[config.mk]
export PLATFORM = sky130hd
export DESIGN_NAME = gpx_gpio
export DESIGN_NICKNAME = d
export VERILOG_FILES = /design/src/gpx_pkg.sv /design/src/gpx_gpio.sv
export VERILOG_INCLUDE_DIRS = /design/src
export SDC_FILE = /design/constraint.sdc
export NUM_CORES = 1
export LEC_CHECK = 0
export ABC_CLOCK_PERIOD_IN_PS = 3250
export BUFFER_PORTS_ARGS = -buffer_cell sky130_fd_sc_hd__buf_4
export CAP_MARGIN = 20
export CORE_ASPECT_RATIO = 0.5
export CORE_MARGIN = 4
export CORE_UTILIZATION = 50
export DETAILED_ROUTE_END_ITERATION = 12
export PLACE_DENSITY_LB_ADDON = 0.1
export SYNTH_ARGS = -nofsm -noshare
export SYNTH_HDL_FRONTEND = slang
export SYNTH_SLANG_ARGS = --single-unit
[constraint.sdc]
create_clock -name pclk -period 3.25 [get_ports pclk]
set_input_delay 0.4875 -clock pclk [delete_from_list [all_inputs] [get_ports pclk]]
set_output_delay 0.4875 -clock pclk [all_outputs]
set_load 0.01 [all_outputs]
[src/gpx_defines.svh]
// Register indices, field positions, reset values and pin map of the pin-sharing I/O block
`ifndef GPX_DEFINES_SVH
`define GPX_DEFINES_SVH

// ---------------------------------------------------------------
// Register indices (byte address is four times the index)
// ---------------------------------------------------------------
`define GPX_IDX_PORT0_DIRECTION      8'ha0
`define GPX_IDX_PORT1_DIRECTION      8'ha1
`define GPX_IDX_PORT4_DIRECTION      8'ha4
`define GPX_IDX_PORT5_DIRECTION      8'ha5
`define GPX_IDX_PORT0_PULLUP_ENABLE  8'hac
`define GPX_IDX_PORT1_PULLUP_ENABLE  8'had
`define GPX_IDX_PORT4_PULLUP_ENABLE  8'hb0
`define GPX_IDX_PORT5_PULLUP_ENABLE  8'hb1
`define GPX_IDX_TIMER_PIN_CTRL       8'hc0
`define GPX_IDX_FUNC_PIN_CTRL        8'hc1
`define GPX_IDX_CONVERTER_CTRL       8'hc2
`define GPX_IDX_PWM_PIN_CTRL         8'hc3
`define GPX_IDX_PORT0_DATA_OUT       8'hd0
`define GPX_IDX_PORT1_DATA_OUT       8'hd1
`define GPX_IDX_PORT4_DATA_OUT       8'hd2
`define GPX_IDX_PORT5_DATA_OUT       8'hd3
`define GPX_IDX_PORT0_PIN_LEVEL      8'hd4
`define GPX_IDX_PORT1_PIN_LEVEL      8'hd5
`define GPX_IDX_PORT4_PIN_LEVEL      8'hd6
`define GPX_IDX_PORT5_PIN_LEVEL      8'hd7

// ---------------------------------------------------------------
// Implemented bits per port and reset value
// ---------------------------------------------------------------
`define GPX_MASK_PORT0  8'h7f
`define GPX_MASK_PORT1  8'hff
`define GPX_MASK_PORT4  8'hff
`define GPX_MASK_PORT5  8'h0f
`define GPX_RESET_VALUE 8'h00

// ---------------------------------------------------------------
// Field positions
// ---------------------------------------------------------------
`define GPX_FLD_TIMER_CKS_LSB   0
`define GPX_FLD_TIMER_ENB_LSB   4
`define GPX_FLD_EXT_IRQ0_EN     0
`define GPX_FLD_EXT_IRQ1_EN     1
`define GPX_FLD_UART_RX_EN      2
`define GPX_FLD_UART_TX_EN      3
`define GPX_FLD_MASTER_SER_EN   4
`define GPX_FLD_SERIAL_IF_EN    5
`define GPX_FLD_CHANNEL_LSB     0
`define GPX_FLD_GLOBAL_CHANNEL  4
`define GPX_FLD_CONVERTER_EN    7

// ---------------------------------------------------------------
// Flat pin map: port 0 at 0, port 1 at 7, port 4 at 15, port 5 at 23
// ---------------------------------------------------------------
`define GPX_NUM_PINS    27
`define GPX_P1_BASE     7
`define GPX_P4_BASE     15
`define GPX_P5_BASE     23
`define GPX_NUM_ANALOG  12

`endif

[src/gpx_pkg.sv]
// Types shared by the pin-sharing I/O block and its surroundings
package gpx_pkg;

	// Build-time oscillator option
	typedef enum logic [2:0] {
		GPX_OSC_NONE = 3'b001,
		GPX_OSC_RC   = 3'b010,
		GPX_OSC_XTAL = 3'b100
	} gpx_osc_e;

	// Pad controls, one bit per pin in flat order
	typedef struct packed {
		logic [26:0] out;
		logic [26:0] oe;
		logic [26:0] pull_up;
		logic [26:0] analog;
	} gpx_pad_s;

	// Signals from the peripherals toward the pins
	typedef struct packed {
		logic       uart_transmit_pin;
		logic       sda_out;
		logic       sda_oe;
		logic       scl_out;
		logic       scl_oe;
		logic       serial_data_out;
		logic       sck_out;
		logic       sck_oe;
		logic       serial_chip_select_out;
		logic       serial_chip_select_oe;
		logic       debug_data_out;
		logic       debug_data_oe;
		logic [2:0] pwm;
	} gpx_periph_s;

	// Pin levels handed to the peripherals
	typedef struct packed {
		logic       ext_irq0_input;
		logic       ext_irq1_input;
		logic [3:0] timer_clock;
		logic       uart_receive_pin;
		logic       sda_in;
		logic       scl_in;
		logic       serial_data_in;
		logic       sck_in;
		logic       serial_chip_select_in;
		logic       debug_clock_pin;
		logic       debug_data_in;
		logic       osc_input_pin;
		logic       ext_reset_n;
	} gpx_func_s;

endpackage : gpx_pkg

[src/gpx_gpio.sv]
// Pin-sharing general purpose I/O block with APB register access
//
// The implementer's own choice: the APB slave port.
`timescale 1ns/100ps
`default_nettype none
`include "gpx_defines.svh"

// Notes on behaviour
// - Twenty-seven pins: port0 bits 6..0, port1 and port4 eight, port5 bits 3..0.
// - Direction bit 0 makes the pin an input, 1 an output.
// - Direction bits clear at reset; missing bit positions read zero, do nothing.
// - Pull-up bit 1 enables, 0 disables the pin pull-up; clears at reset.
// - Pull-up acts only on input pins, never on a driving pin.
// - Port0 bits 0 and 1 feed external interrupts when their enables are set.
// - Port0 bits 0..3 clock timers 0,1,2,wide when select and enable set.
// - Port0 bit 2 is UART receive, bit 3 UART transmit, when enabled.
// - Port0 bit 4 becomes reset input when the reset pin option says so.
// - Port0 bits 5,6 are oscillator pins for crystal; RC takes only bit 6.
// - Port1 bits 0,1 are debug clock and data in debug mode.
// - Port1 bits 2,3 are SDA and SCL when master serial is enabled.
// - Port4 bit n is analog input n when converter enable and global channel bits are set and select equals n.
// - Port5 bits 0..3 are analog inputs 8..11 for selects 8..11.
// - Port5 bits 1..3 drive PWM 0..2 with timer0 and output enable set.
module gpx_gpio (
	input  wire logic                pclk,
	input  wire logic                presetn,
	input  wire logic                psel,
	input  wire logic                penable,
	input  wire logic                pwrite,
	input  wire logic [11:0]         paddr,
	input  wire logic [31:0]         pwdata,
	input  wire logic [3:0]          pstrb,
	output logic      [31:0]         prdata,
	output logic                     pready,
	output logic                     pslverr,
	input  wire logic [26:0]         pad_in,
	output gpx_pkg::gpx_pad_s        pad,
	input  wire gpx_pkg::gpx_periph_s periph,
	output gpx_pkg::gpx_func_s       func,
	input  wire logic                reset_pin_option,
	input  wire gpx_pkg::gpx_osc_e   osc_option,
	input  wire logic                debug_mode
);
	import gpx_pkg::*;

	// ---------------------------------------------------------------
	// Register file
	// ---------------------------------------------------------------
	logic [7:0]  direction [4];
	logic [7:0]  pullup_bits [4];
	logic [7:0]  data_out  [4];
	logic [7:0]  timer_ctrl;
	logic [7:0]  func_ctrl;
	logic [7:0]  converter_ctrl;
	logic [7:0]  pwm_ctrl;
	logic        reset_pin_q;
	gpx_osc_e    osc_q;

	logic [7:0]  idx;
	logic        addr_ok;
	logic        wr_en;
	logic [7:0]  wbyte;
	logic [7:0]  next_rdata;
	logic        next_err;

	assign idx     = paddr[9:2];
	assign addr_ok = (paddr[1:0] == 2'h0) && (paddr[11:10] == 2'h0);
	assign wr_en   = psel && penable && pready && pwrite && pstrb[0] && !next_err;
	assign wbyte   = pwdata[7:0];

	// Flat views of the per-port registers
	logic [26:0] dir_flat;
	logic [26:0] pu_flat;
	logic [26:0] dout_flat;

	assign dir_flat  = {direction[3][3:0], direction[2], direction[1], direction[0][6:0]};
	assign pu_flat   = {pullup_bits[3][3:0], pullup_bits[2], pullup_bits[1], pullup_bits[0][6:0]};
	assign dout_flat = {data_out[3][3:0], data_out[2], data_out[1], data_out[0][6:0]};

	// Read decode and unmapped answer
	always_comb begin
		next_rdata = 8'h00;
		next_err   = 1'b0;
		if (!addr_ok) begin
			next_err = 1'b1;
		end else begin
			unique case (idx)
				`GPX_IDX_PORT0_DIRECTION:     next_rdata = direction[0];
				`GPX_IDX_PORT1_DIRECTION:     next_rdata = direction[1];
				`GPX_IDX_PORT4_DIRECTION:     next_rdata = direction[2];
				`GPX_IDX_PORT5_DIRECTION:     next_rdata = direction[3];
				`GPX_IDX_PORT0_PULLUP_ENABLE: next_rdata = pullup_bits[0];
				`GPX_IDX_PORT1_PULLUP_ENABLE: next_rdata = pullup_bits[1];
				`GPX_IDX_PORT4_PULLUP_ENABLE: next_rdata = pullup_bits[2];
				`GPX_IDX_PORT5_PULLUP_ENABLE: next_rdata = pullup_bits[3];
				`GPX_IDX_TIMER_PIN_CTRL:      next_rdata = timer_ctrl;
				`GPX_IDX_FUNC_PIN_CTRL:       next_rdata = func_ctrl;
				`GPX_IDX_CONVERTER_CTRL:      next_rdata = converter_ctrl;
				`GPX_IDX_PWM_PIN_CTRL:        next_rdata = pwm_ctrl;
				`GPX_IDX_PORT0_DATA_OUT:      next_rdata = data_out[0];
				`GPX_IDX_PORT1_DATA_OUT:      next_rdata = data_out[1];
				`GPX_IDX_PORT4_DATA_OUT:      next_rdata = data_out[2];
				`GPX_IDX_PORT5_DATA_OUT:      next_rdata = data_out[3];
				`GPX_IDX_PORT0_PIN_LEVEL:     next_rdata = {1'b0, pad_in[6:0]};
				`GPX_IDX_PORT1_PIN_LEVEL:     next_rdata = pad_in[14:7];
				`GPX_IDX_PORT4_PIN_LEVEL:     next_rdata = pad_in[22:15];
				`GPX_IDX_PORT5_PIN_LEVEL:     next_rdata = {4'h0, pad_in[26:23]};
				default:                      next_err   = 1'b1;
			endcase
		end
	end

	// APB answer: ready in the first access cycle, data captured in setup
	always_ff @(posedge pclk or negedge presetn) begin
		if (!presetn) begin
			pready  <= 1'b0;
			prdata  <= 32'h0000_0000;
			pslverr <= 1'b0;
		end else begin
			pready  <= psel && !penable;
			pslverr <= psel && !penable && next_err;
			if (psel && !penable && !pwrite) begin
				prdata <= {24'h00_0000, next_rdata};
			end
		end
	end

	// Direction and pull-up bits, masked to the implemented pins
	always_ff @(posedge pclk or negedge presetn) begin
		if (!presetn) begin
			for (int p = 0; p < 4; p++) begin
				direction[p] <= `GPX_RESET_VALUE;
				pullup_bits[p] <= `GPX_RESET_VALUE;
			end
		end else if (wr_en) begin
			unique case (idx)
				`GPX_IDX_PORT0_DIRECTION:     direction[0] <= wbyte & `GPX_MASK_PORT0;
				`GPX_IDX_PORT1_DIRECTION:     direction[1] <= wbyte & `GPX_MASK_PORT1;
				`GPX_IDX_PORT4_DIRECTION:     direction[2] <= wbyte & `GPX_MASK_PORT4;
				`GPX_IDX_PORT5_DIRECTION:     direction[3] <= wbyte & `GPX_MASK_PORT5;
				`GPX_IDX_PORT0_PULLUP_ENABLE: pullup_bits[0] <= wbyte & `GPX_MASK_PORT0;
				`GPX_IDX_PORT1_PULLUP_ENABLE: pullup_bits[1] <= wbyte & `GPX_MASK_PORT1;
				`GPX_IDX_PORT4_PULLUP_ENABLE: pullup_bits[2] <= wbyte & `GPX_MASK_PORT4;
				`GPX_IDX_PORT5_PULLUP_ENABLE: pullup_bits[3] <= wbyte & `GPX_MASK_PORT5;
				default: ;
			endcase
		end
	end

	// Output data latches and alternate function controls
	always_ff @(posedge pclk or negedge presetn) begin
		if (!presetn) begin
			for (int p = 0; p < 4; p++) begin
				data_out[p] <= `GPX_RESET_VALUE;
			end
			timer_ctrl     <= `GPX_RESET_VALUE;
			func_ctrl      <= `GPX_RESET_VALUE;
			converter_ctrl <= `GPX_RESET_VALUE;
			pwm_ctrl       <= `GPX_RESET_VALUE;
		end else if (wr_en) begin
			unique case (idx)
				`GPX_IDX_PORT0_DATA_OUT:  data_out[0]    <= wbyte & `GPX_MASK_PORT0;
				`GPX_IDX_PORT1_DATA_OUT:  data_out[1]    <= wbyte & `GPX_MASK_PORT1;
				`GPX_IDX_PORT4_DATA_OUT:  data_out[2]    <= wbyte & `GPX_MASK_PORT4;
				`GPX_IDX_PORT5_DATA_OUT:  data_out[3]    <= wbyte & `GPX_MASK_PORT5;
				`GPX_IDX_TIMER_PIN_CTRL:  timer_ctrl     <= wbyte;
				`GPX_IDX_FUNC_PIN_CTRL:   func_ctrl      <= wbyte & 8'h3f;
				`GPX_IDX_CONVERTER_CTRL:  converter_ctrl <= wbyte & 8'h9f;
				`GPX_IDX_PWM_PIN_CTRL:    pwm_ctrl       <= wbyte & 8'h07;
				default: ;
			endcase
		end
	end

	// Build-time options are sampled after reset release
	always_ff @(posedge pclk or negedge presetn) begin
		if (!presetn) begin
			reset_pin_q <= 1'b0;
			osc_q       <= GPX_OSC_NONE;
		end else begin
			reset_pin_q <= reset_pin_option;
			osc_q       <= osc_option;
		end
	end

	// ---------------------------------------------------------------
	// Alternate function ownership
	// ---------------------------------------------------------------
	logic [3:0]  tmr_pin_on;
	logic        adc_on;
	logic [3:0]  channel_select;
	logic [26:0] alt_own;
	logic [26:0] alt_oe;
	logic [26:0] alt_out;
	logic [26:0] ana;

	assign tmr_pin_on = timer_ctrl[`GPX_FLD_TIMER_CKS_LSB +: 4] & timer_ctrl[`GPX_FLD_TIMER_ENB_LSB +: 4];
	assign channel_select = converter_ctrl[`GPX_FLD_CHANNEL_LSB +: 4];
	assign adc_on     = converter_ctrl[`GPX_FLD_CONVERTER_EN] && converter_ctrl[`GPX_FLD_GLOBAL_CHANNEL];

	always_comb begin
		alt_own = 27'h0;
		alt_oe  = 27'h0;
		alt_out = 27'h0;
		// Port 0 digital inputs, UART transmit, reset pin and oscillator pins
		alt_own[0] = func_ctrl[`GPX_FLD_EXT_IRQ0_EN] || tmr_pin_on[0];
		alt_own[1] = func_ctrl[`GPX_FLD_EXT_IRQ1_EN] || tmr_pin_on[1];
		alt_own[2] = func_ctrl[`GPX_FLD_UART_RX_EN] || tmr_pin_on[2];
		alt_own[3] = func_ctrl[`GPX_FLD_UART_TX_EN] || tmr_pin_on[3];
		alt_oe[3]  = func_ctrl[`GPX_FLD_UART_TX_EN];
		alt_out[3] = periph.uart_transmit_pin;
		alt_own[4] = reset_pin_q;
		alt_own[5] = (osc_q == GPX_OSC_XTAL);
		alt_own[6] = (osc_q == GPX_OSC_XTAL) || (osc_q == GPX_OSC_RC);
		// Port 1 debug lines
		alt_own[`GPX_P1_BASE + 0] = debug_mode;
		alt_own[`GPX_P1_BASE + 1] = debug_mode;
		alt_oe[`GPX_P1_BASE + 1]  = debug_mode && periph.debug_data_oe;
		alt_out[`GPX_P1_BASE + 1] = periph.debug_data_out;
		// Port 1 master serial port
		alt_own[`GPX_P1_BASE + 2] = func_ctrl[`GPX_FLD_MASTER_SER_EN];
		alt_own[`GPX_P1_BASE + 3] = func_ctrl[`GPX_FLD_MASTER_SER_EN];
		alt_oe[`GPX_P1_BASE + 2]  = func_ctrl[`GPX_FLD_MASTER_SER_EN] && periph.sda_oe;
		alt_oe[`GPX_P1_BASE + 3]  = func_ctrl[`GPX_FLD_MASTER_SER_EN] && periph.scl_oe;
		alt_out[`GPX_P1_BASE + 2] = periph.sda_out;
		alt_out[`GPX_P1_BASE + 3] = periph.scl_out;
		// Port 1 serial interface
		for (int k = 4; k < 8; k++) begin
			alt_own[`GPX_P1_BASE + k] = func_ctrl[`GPX_FLD_SERIAL_IF_EN];
		end
		alt_oe[`GPX_P1_BASE + 4]  = func_ctrl[`GPX_FLD_SERIAL_IF_EN];
		alt_out[`GPX_P1_BASE + 4] = periph.serial_data_out;
		alt_oe[`GPX_P1_BASE + 6]  = func_ctrl[`GPX_FLD_SERIAL_IF_EN] && periph.sck_oe;
		alt_out[`GPX_P1_BASE + 6] = periph.sck_out;
		alt_oe[`GPX_P1_BASE + 7]  = func_ctrl[`GPX_FLD_SERIAL_IF_EN] && periph.serial_chip_select_oe;
		alt_out[`GPX_P1_BASE + 7] = periph.serial_chip_select_out;
		// Port 5 PWM outputs
		for (int k = 0; k < 3; k++) begin
			alt_own[`GPX_P5_BASE + 1 + k] = timer_ctrl[`GPX_FLD_TIMER_ENB_LSB] && pwm_ctrl[k];
			alt_oe[`GPX_P5_BASE + 1 + k]  = timer_ctrl[`GPX_FLD_TIMER_ENB_LSB] && pwm_ctrl[k];
			alt_out[`GPX_P5_BASE + 1 + k] = periph.pwm[k];
		end
	end

	// Analog input selection, one channel at most; oscillator pins are analog too
	assign ana[4:0] = 5'h00;
	assign ana[5]   = alt_own[5];
	assign ana[6]   = alt_own[6];
	assign ana[14:7] = 8'h00;

	genvar ch;
	generate
		for (ch = 0; ch < `GPX_NUM_ANALOG; ch++) begin : g_analog
			assign ana[`GPX_P4_BASE + ch] = adc_on && (channel_select == 4'(ch));
		end
	endgenerate

	// ---------------------------------------------------------------
	// Per-pin resolution
	// ---------------------------------------------------------------
	logic [26:0] next_out;
	logic [26:0] next_oe;
	logic [26:0] next_pu;
	logic [26:0] own_any;

	genvar i;
	generate
		for (i = 0; i < `GPX_NUM_PINS; i++) begin : g_pin
			assign own_any[i]  = alt_own[i] || ana[i];
			assign next_oe[i]  = ana[i] ? 1'b0 : (alt_own[i] ? alt_oe[i] : dir_flat[i]);
			assign next_out[i] = alt_own[i] ? alt_out[i] : dout_flat[i];
			assign next_pu[i]  = pu_flat[i] && !next_oe[i] && !ana[i];
		end
	endgenerate

	always_ff @(posedge pclk or negedge presetn) begin
		if (!presetn) begin
			pad <= '0;
		end else begin
			pad.out    <= next_out;
			pad.oe     <= next_oe;
			pad.pull_up <= next_pu;
			pad.analog <= ana;
		end
	end

	// Pin levels to the peripherals, gated by their enables
	always_ff @(posedge pclk or negedge presetn) begin
		if (!presetn) begin
			func             <= '0;
			func.ext_reset_n <= 1'b1;
		end else begin
			func.ext_irq0_input        <= func_ctrl[`GPX_FLD_EXT_IRQ0_EN] && pad_in[0];
			func.ext_irq1_input        <= func_ctrl[`GPX_FLD_EXT_IRQ1_EN] && pad_in[1];
			func.timer_clock           <= tmr_pin_on & pad_in[3:0];
			func.uart_receive_pin      <= !func_ctrl[`GPX_FLD_UART_RX_EN] || pad_in[2];
			func.ext_reset_n           <= !reset_pin_q || pad_in[4];
			func.osc_input_pin         <= alt_own[6] && pad_in[6];
			func.debug_clock_pin       <= debug_mode && pad_in[`GPX_P1_BASE + 0];
			func.debug_data_in         <= debug_mode && pad_in[`GPX_P1_BASE + 1];
			func.sda_in                <= !func_ctrl[`GPX_FLD_MASTER_SER_EN] || pad_in[`GPX_P1_BASE + 2];
			func.scl_in                <= !func_ctrl[`GPX_FLD_MASTER_SER_EN] || pad_in[`GPX_P1_BASE + 3];
			func.serial_data_in        <= func_ctrl[`GPX_FLD_SERIAL_IF_EN] && pad_in[`GPX_P1_BASE + 5];
			func.sck_in                <= func_ctrl[`GPX_FLD_SERIAL_IF_EN] && pad_in[`GPX_P1_BASE + 6];
			func.serial_chip_select_in <= !func_ctrl[`GPX_FLD_SERIAL_IF_EN] || pad_in[`GPX_P1_BASE + 7];
		end
	end
endmodule : gpx_gpio
`default_nettype wire

==> flow_summary_export.csv, run 1 <==
group,metric,value,unit
floorplanning,coreArea,0.01946,mm²
global_routing,grt_util_all_layers,0.2749,
hold_path,min_path_type,"input port to asynchronous set/reset pin",
timing,rsz0062_at_grt,"no",
setup_path,rr_worst_depth,4,
global_routing,grt_max_degree,97,
floorplanning,ios,258,
setup_path,crit_path_end_kind,"flop",
routing,drc,0,
synthesis,ys.flop_type,"dfrtp_1",
timing,holdWs,0.01358,ns
routing,vias,7236,
outcome,status,"completed",
clock_network,cts-root-buf,"clkbuf_16",
timing,tightestPinTransition,0.7313,ns
synthesis,syn_inst,773,
pwr,power_frac_comb,0.060,
timing,setup_viol,0,
synthesis,synth-seq-area-share,0.5780,
setup_path,cp.required,3.64,ns
routing,firstDrtPassIters,6,
clock_network,htree_levels,1,
setup_path,r2r-end,"dir_flat[6]",
placed_design,dp_cells,1220,
floorplanning,dieArea,0.02229,mm²
routing,routedWlPerCell,24.63,µm
synthesis,synth_cell_types,68,
setup_path,reg2reg_slack,1.09,ns
floorplanning,start_util,0.5097,
timing,finalMaxSlewViolations,0,
global_routing,overflow,0,
finish,post-route-util,0.6327,
setup_path,path_max_fanout,14,
setup_path,arrival,2.55,ns
floorplanning,chipHeight,107.6,µm
synthesis,netlist_area,0.009918,mm²
setup_path,crit_type,"flop to flop",
clock_network,clkSinkCount,229,
synthesis,synth_area_leaders,"dfrtp_1 (57%), mux2_2 (14%), buf_4 (2.8%), nor2b_1 (2.1%), a22oi_1 (1.4%)",
synthesis,synth.top_cell.area_share,0.5727,
pwr,clockPowerShare,0.428,
global_routing,grt_pass1_wl,46.36,mm
clock_network,cts_hold_buffers,0,
routing,drtIter0Drc,553,
pwr,netSwitchingPower,1.290,mW
timing,min_period_over_period,0.6632,
clock_network,clock_latency,0.51,ns
placed_design,place_hpwl,22.92,mm
clock_network,cts_resized,0,
floorplanning,row_count,36,
synthesis,yosysTopAreaCell,"dfrtp_1",
timing,hold_viol,0,
placed_design,port_buffers,193,
routing,wirelength,31.01,mm
pwr,power_frac_seq,0.512,
synthesis,ys_warn_count,0,
finish,fin_nets,1077,
timing,setup_slack,1.094,ns
run,cap_viol_max_count,0,
setup_path,start_kind,"flop",
finish,syn_to_final_growth,24.12,%
finish,fin_cells,1259,
placed_design,pre_cts_ws,0.6190,ns
timing,setup_tns,0,ns
synthesis,ys_async_sr_fraction,1.000,
clock_network,cts_buffer_depth,3,
clock_network,path_clk_slew,0.07,ns
placed_design,placed_area,0.01165,mm²
routing,routed_via_density,5.747,
timing,clock_skew,0.01357,ns
synthesis,synth_edf_count,0,
synthesis,synth-seq-cells,229,
clock_network,cts_tree,"built",
setup_path,reg2reg_from,"pready",
clock_network,postCtsSetupBuffers,0,
floorplanning,die_x,207.2,µm
timing,max_freq,0.4639,GHz
finish,num-fill-cells,1557,
placed_design,place.gp.congestion,0.9498,
routing,ant_nets,0,
timing,period_needed,2.156,ns
finish,drive_gt1_frac,0.4083,
synthesis,synth_area_per_cell,12.83,µm²
global_routing,grt_pass1_vias,7313,
pwr,p_leak,6.153,nW
global_routing,antenna_found_initial,0,
clock_network,numCtsBuffers,21,
pwr,p_sw_frac,0.2305,
pwr,p_per_area,454.4,mW/mm²
timing,slew_headroom,0.5125,
pwr,internal_power,4.305,mW
finish,final_cell_area,0.01231,mm²
pwr,total_power,5.594,mW
pwr,peakVddDrop,294.0,µV
[layout by cell type, fill, tap and decap left out, drive strengths merged, types with 3 or more instances in the layout]
cell type,n
a21boi,3
dfrtp,227
clkbuf,30
nor4bb,5
inv,9
a21oi,15
mux2,125
o21ai,5
a22o,14
o22a,3
nor3b,17
and4b,5
nor2b,33
nor3,24
a32o,3
nand2b,11
a32oi,6
nand4b,7
mux2i,10
nand2,36
a31oi,3
conb,37
a22oi,18
and2,16
a211oi,3
o2111ai,3
nand4,8
nand3,13
nor2,33
buf,221
clkinv,4
and3,6
[layout make-up]
| type | count | area (µm²) | share of cell area |
|---|---|---|---|
| clock buffer | 30 | 579.3 | 0.04706 |
| clock inverter | 8 | 81.33 | 0.006606 |
| tap | 266 | 332.8 | 0.02704 |
| timing repair buffer | 221 | 1704 | 0.1384 |
| inverter | 8 | 30.03 | 0.002439 |
| multi-input combinational | 496 | 3847 | 0.3125 |
| antenna | 1 | 2.502 | 0.0002033 |
| sequential | 229 | 5733 | 0.4657 |
[synthesized netlist by cell type (7+ instances only)]
master and n:
dfrtp_1 227, mux2_2 124, buf_4 37, nand2_1 34
nor2b_1 33, nor2_1 29, clkbuf_1 26, a22oi_1 18
nor3b_1 17, and2_1 16, a21oi_1 15, a22o_1 14
nand3_1 13, nand2b_1 11, mux2i_1 10, nor3_1 10
buf_2 9, inv_1 8, nor3_2 8, nand4_1 7
[critical path, cell delays in order (launching register included)]
cell and delay (ns):
dfrtp_1 0.37, and3_1 0.23, nand4_4 0.40, nor3_4 0.64, mux2_2 0.41
[sequential cells by signal, indices dropped and copies added, names as in the netlist, 6 cells and up]
name	flops
prdata	8
func	16
converter_ctrl	6
func_ctrl	6
data_out	27
pad	95
pu_flat	27
timer_ctrl	8
dir_flat	27
[power by group through the flow]
stage / combinational [mW] / clock [mW] / sequential [mW]
finish: 0.335 / 2.40 / 2.86
global route: 0.360 / 2.57 / 2.86
CTS: 0.334 / 2.44 / 2.86
detailed placement: 0.332 / 0 / 2.92
global placement: 0.330 / 0 / 2.92
floorplan: 0.145 / 0 / 2.92
[cells by family (layout without fill, tap and decap cells)]
family	count (synthesis)	after routing	synth area share
xor+xnor	1	1	0.0008832
compound gates	96	96	0.07342
mux	135	135	0.1520
simple gates	227	227	0.1476
flops	229	229	0.5780
other cells	1	38	0.0003781
buf+inv	84	267	0.04768
[worst max path at each step]
stage	slack (ns)	to	cells past startpoint	start
4_1_cts	1.08	dir_flat[6]	4	pready
3_3_place_gp	0.61	data_out[19]	6	paddr[1]
6_report	1.09	dir_flat[6]	4	pready
3_5_place_dp	0.62	dir_flat[6]	5	paddr[1]
5_1_grt	0.98	data_out[2]	5	pready
2_1_floorplan	1.16	pu_flat[21]	5	paddr[1]
[layer usage]
| metal | share of wire | up-vias | GRT usage |
|---|---|---|---|
| met4 | 0.018 | 0 | 0.04809 |
| met5 | 0 | - | 0 |
| li1 | - | 3139 | - |
| met3 | 0.083 | 48 | 0.06492 |
| met1 | 0.46 | 3725 | 0.4140 |
| met2 | 0.44 | 324 | 0.4146 |
Note: power is estimated with default switching activity, not from simulation.
==> run 2: changes to the inputs <==
ABC_CLOCK_PERIOD_IN_PS = 2050   (was 3250)
clock period = 2.05 ns   (was 3.25 ns; I/O delays follow)
==> flow_summary_export.csv, run 2 (synthesized netlist as in run 1, its figures left out) <==
group,metric,value,unit
global_routing,overflow,0,
hold_path,holdPathStages,2,
floorplanning,chipHeight,107.6,µm
setup_path,cp.required,2.40,ns
clock_network,htree_levels,1,
clock_network,cts-root-buf,"clkbuf_16",
routing,ant_nets,0,
global_routing,grt_pass1_vias,7579,
clock_network,postCtsSetupBuffers,0,
clock_network,clock_latency,0.50,ns
timing,clock_skew,0.01356,ns
pwr,p_leak,6.600,nW
hold_path,min_path_type,"input port to flop",
setup_path,rr_worst_depth,6,
finish,syn_to_final_growth,31.59,%
routing,wirelength,32.05,mm
outcome,status,"completed",
global_routing,antenna_found_initial,1,
placed_design,place_hpwl,24.62,mm
timing,min_period_over_period,0.9526,
timing,setup_viol,0,
timing,max_freq,0.5121,GHz
floorplanning,start_util,0.5097,
setup_path,crit_start,"penable",
placed_design,port_buffers,193,
routing,drtIter0Drc,570,
finish,fin_nets,1156,
timing,finalMaxSlewViolations,0,
pwr,p_per_area,706.3,mW/mm²
setup_path,path_cells,"dlygate4sd3_1 -> buf_4 -> or3b_2 -> nand2_1 -> nand3_1 -> a2111oi_0 -> a32oi_1",
global_routing,grt_util_all_layers,0.2864,
routing,vias,7413,
setup_path,path_max_fanout,4,
placed_design,placed_area,0.01228,mm²
floorplanning,die_x,207.2,µm
finish,final_cell_area,0.01305,mm²
global_routing,grt_pass1_wl,48.22,mm
floorplanning,coreArea,0.01946,mm²
clock_network,clkSinkCount,229,
timing,holdWs,0.01290,ns
placed_design,place.gp.congestion,0.9861,
pwr,peakVddDrop,568.2,µV
setup_path,critPathSlowestCell,"dlygate4sd3_1",
setup_path,arrival,2.30,ns
setup_path,reg2reg_from,"pready",
finish,drive_gt1_frac,0.4477,
pwr,total_power,9.218,mW
timing,tightestPinTransition,0.6648,ns
setup_path,crit_path_end_kind,"flop",
floorplanning,ios,258,
finish,antenna_cells,0,
timing,slew_headroom,0.5559,
finish,layout_commonest_cell,"buf_4",
timing,setup_tns,0,ns
floorplanning,row_count,36,
placed_design,pre_cts_ws,-0.03016,ns
timing,period_needed,1.953,ns
clock_network,cts_hold_buffers,6,
run,cap_viol_max_count,0,
setup_path,start_kind,"input port",
clock_network,numCtsBuffers,21,
floorplanning,dieArea,0.02229,mm²
finish,final_cell_mix,"buf_4 (283), dfrtp_1 (227), mux2_2 (124), conb_1 (37), nand2_1 (34)",
clock_network,cts_resized,0,
clock_network,cts_buffer_depth,3,
routing,firstDrtPassIters,6,
setup_path,slowest_delay,0.54,ns
clock_network,cts_tree,"built",
routing,drc,0,
routing,routed_via_density,5.549,
hold_path,worstHoldStart,"pad_in[14]",
finish,top_register,"pad",
timing,hold_viol,0,
routing,routedWlPerCell,23.99,µm
timing,setup_slack,0.09717,ns
timing,rsz0062_at_grt,"no",
finish,largest_reg_flops,95,
clock_network,path_clk_slew,0.07,ns
setup_path,crit_type,"input port to flop",
global_routing,grt_max_degree,56,
[run 2: cell types whose count changed in the layout (fill, tap and decap cells not counted), sizes merged]
cell and change:
dlygate4sd3 +6, buf +73, clkbuf -1, clkinvlp -2
inv +1, bufinv +2, clkinv -1, diode -1
[run 2: worst max-delay path, delay by kind of cell]
kind	cells	cell delay, ns
and+or+nand+nor	3	0.73
AOI/OAI and AO/OA	2	0.58
buffers and inverters	2	0.69
[run 2: path summary, 6_finish.rpt]
path,end,slack (ns)
worst min-delay path,func[4],0.01
min in group asynchronous,pad[23],0.34
worst max-delay path,prdata[0],0.1
worst max register to register,timer_ctrl[2],0.31
worst min register to register,pad[102],0.40
max in group asynchronous,osc_q[0],1.02
[run 2: final cells by class]
type	instances	area, µm²
Clock buffer	29	585.6
Clock inverter	8	122.6
Fill cell	1469	6407
Inverter	8	30.03
Multi-Input combinational cell	496	3847
Sequential cell	229	5733
Tap cell	266	332.8
Timing Repair Buffer	300	2400
[run 2: through the flow]
step | utilization | std cells
2_1_floorplan | - | 809
3_3_place_gp | 0.6312 | 1293
3_5_place_dp | 0.6312 | 1293
4_1_cts | 0.6707 | 1336
5_1_grt | 0.6707 | 1336
6_report | 0.6707 | 1336
[run 2: metal layers]
| metal | GRT usage | wire, µm |
|---|---|---|
| met5 | 0 | 0 |
| met4 | 0.04290 | 397 |
| met3 | 0.06376 | 2857 |
| met2 | 0.4248 | 13960 |
| met1 | 0.4430 | 14830 |
[run 2: where the power goes]
part | total (mW) | switching (mW) | internal, mW
sequential | 4.54 | 0.00614 | 4.53
combinational | 0.615 | 0.376 | 0.239
clock | 4.06 | 1.68 | 2.39
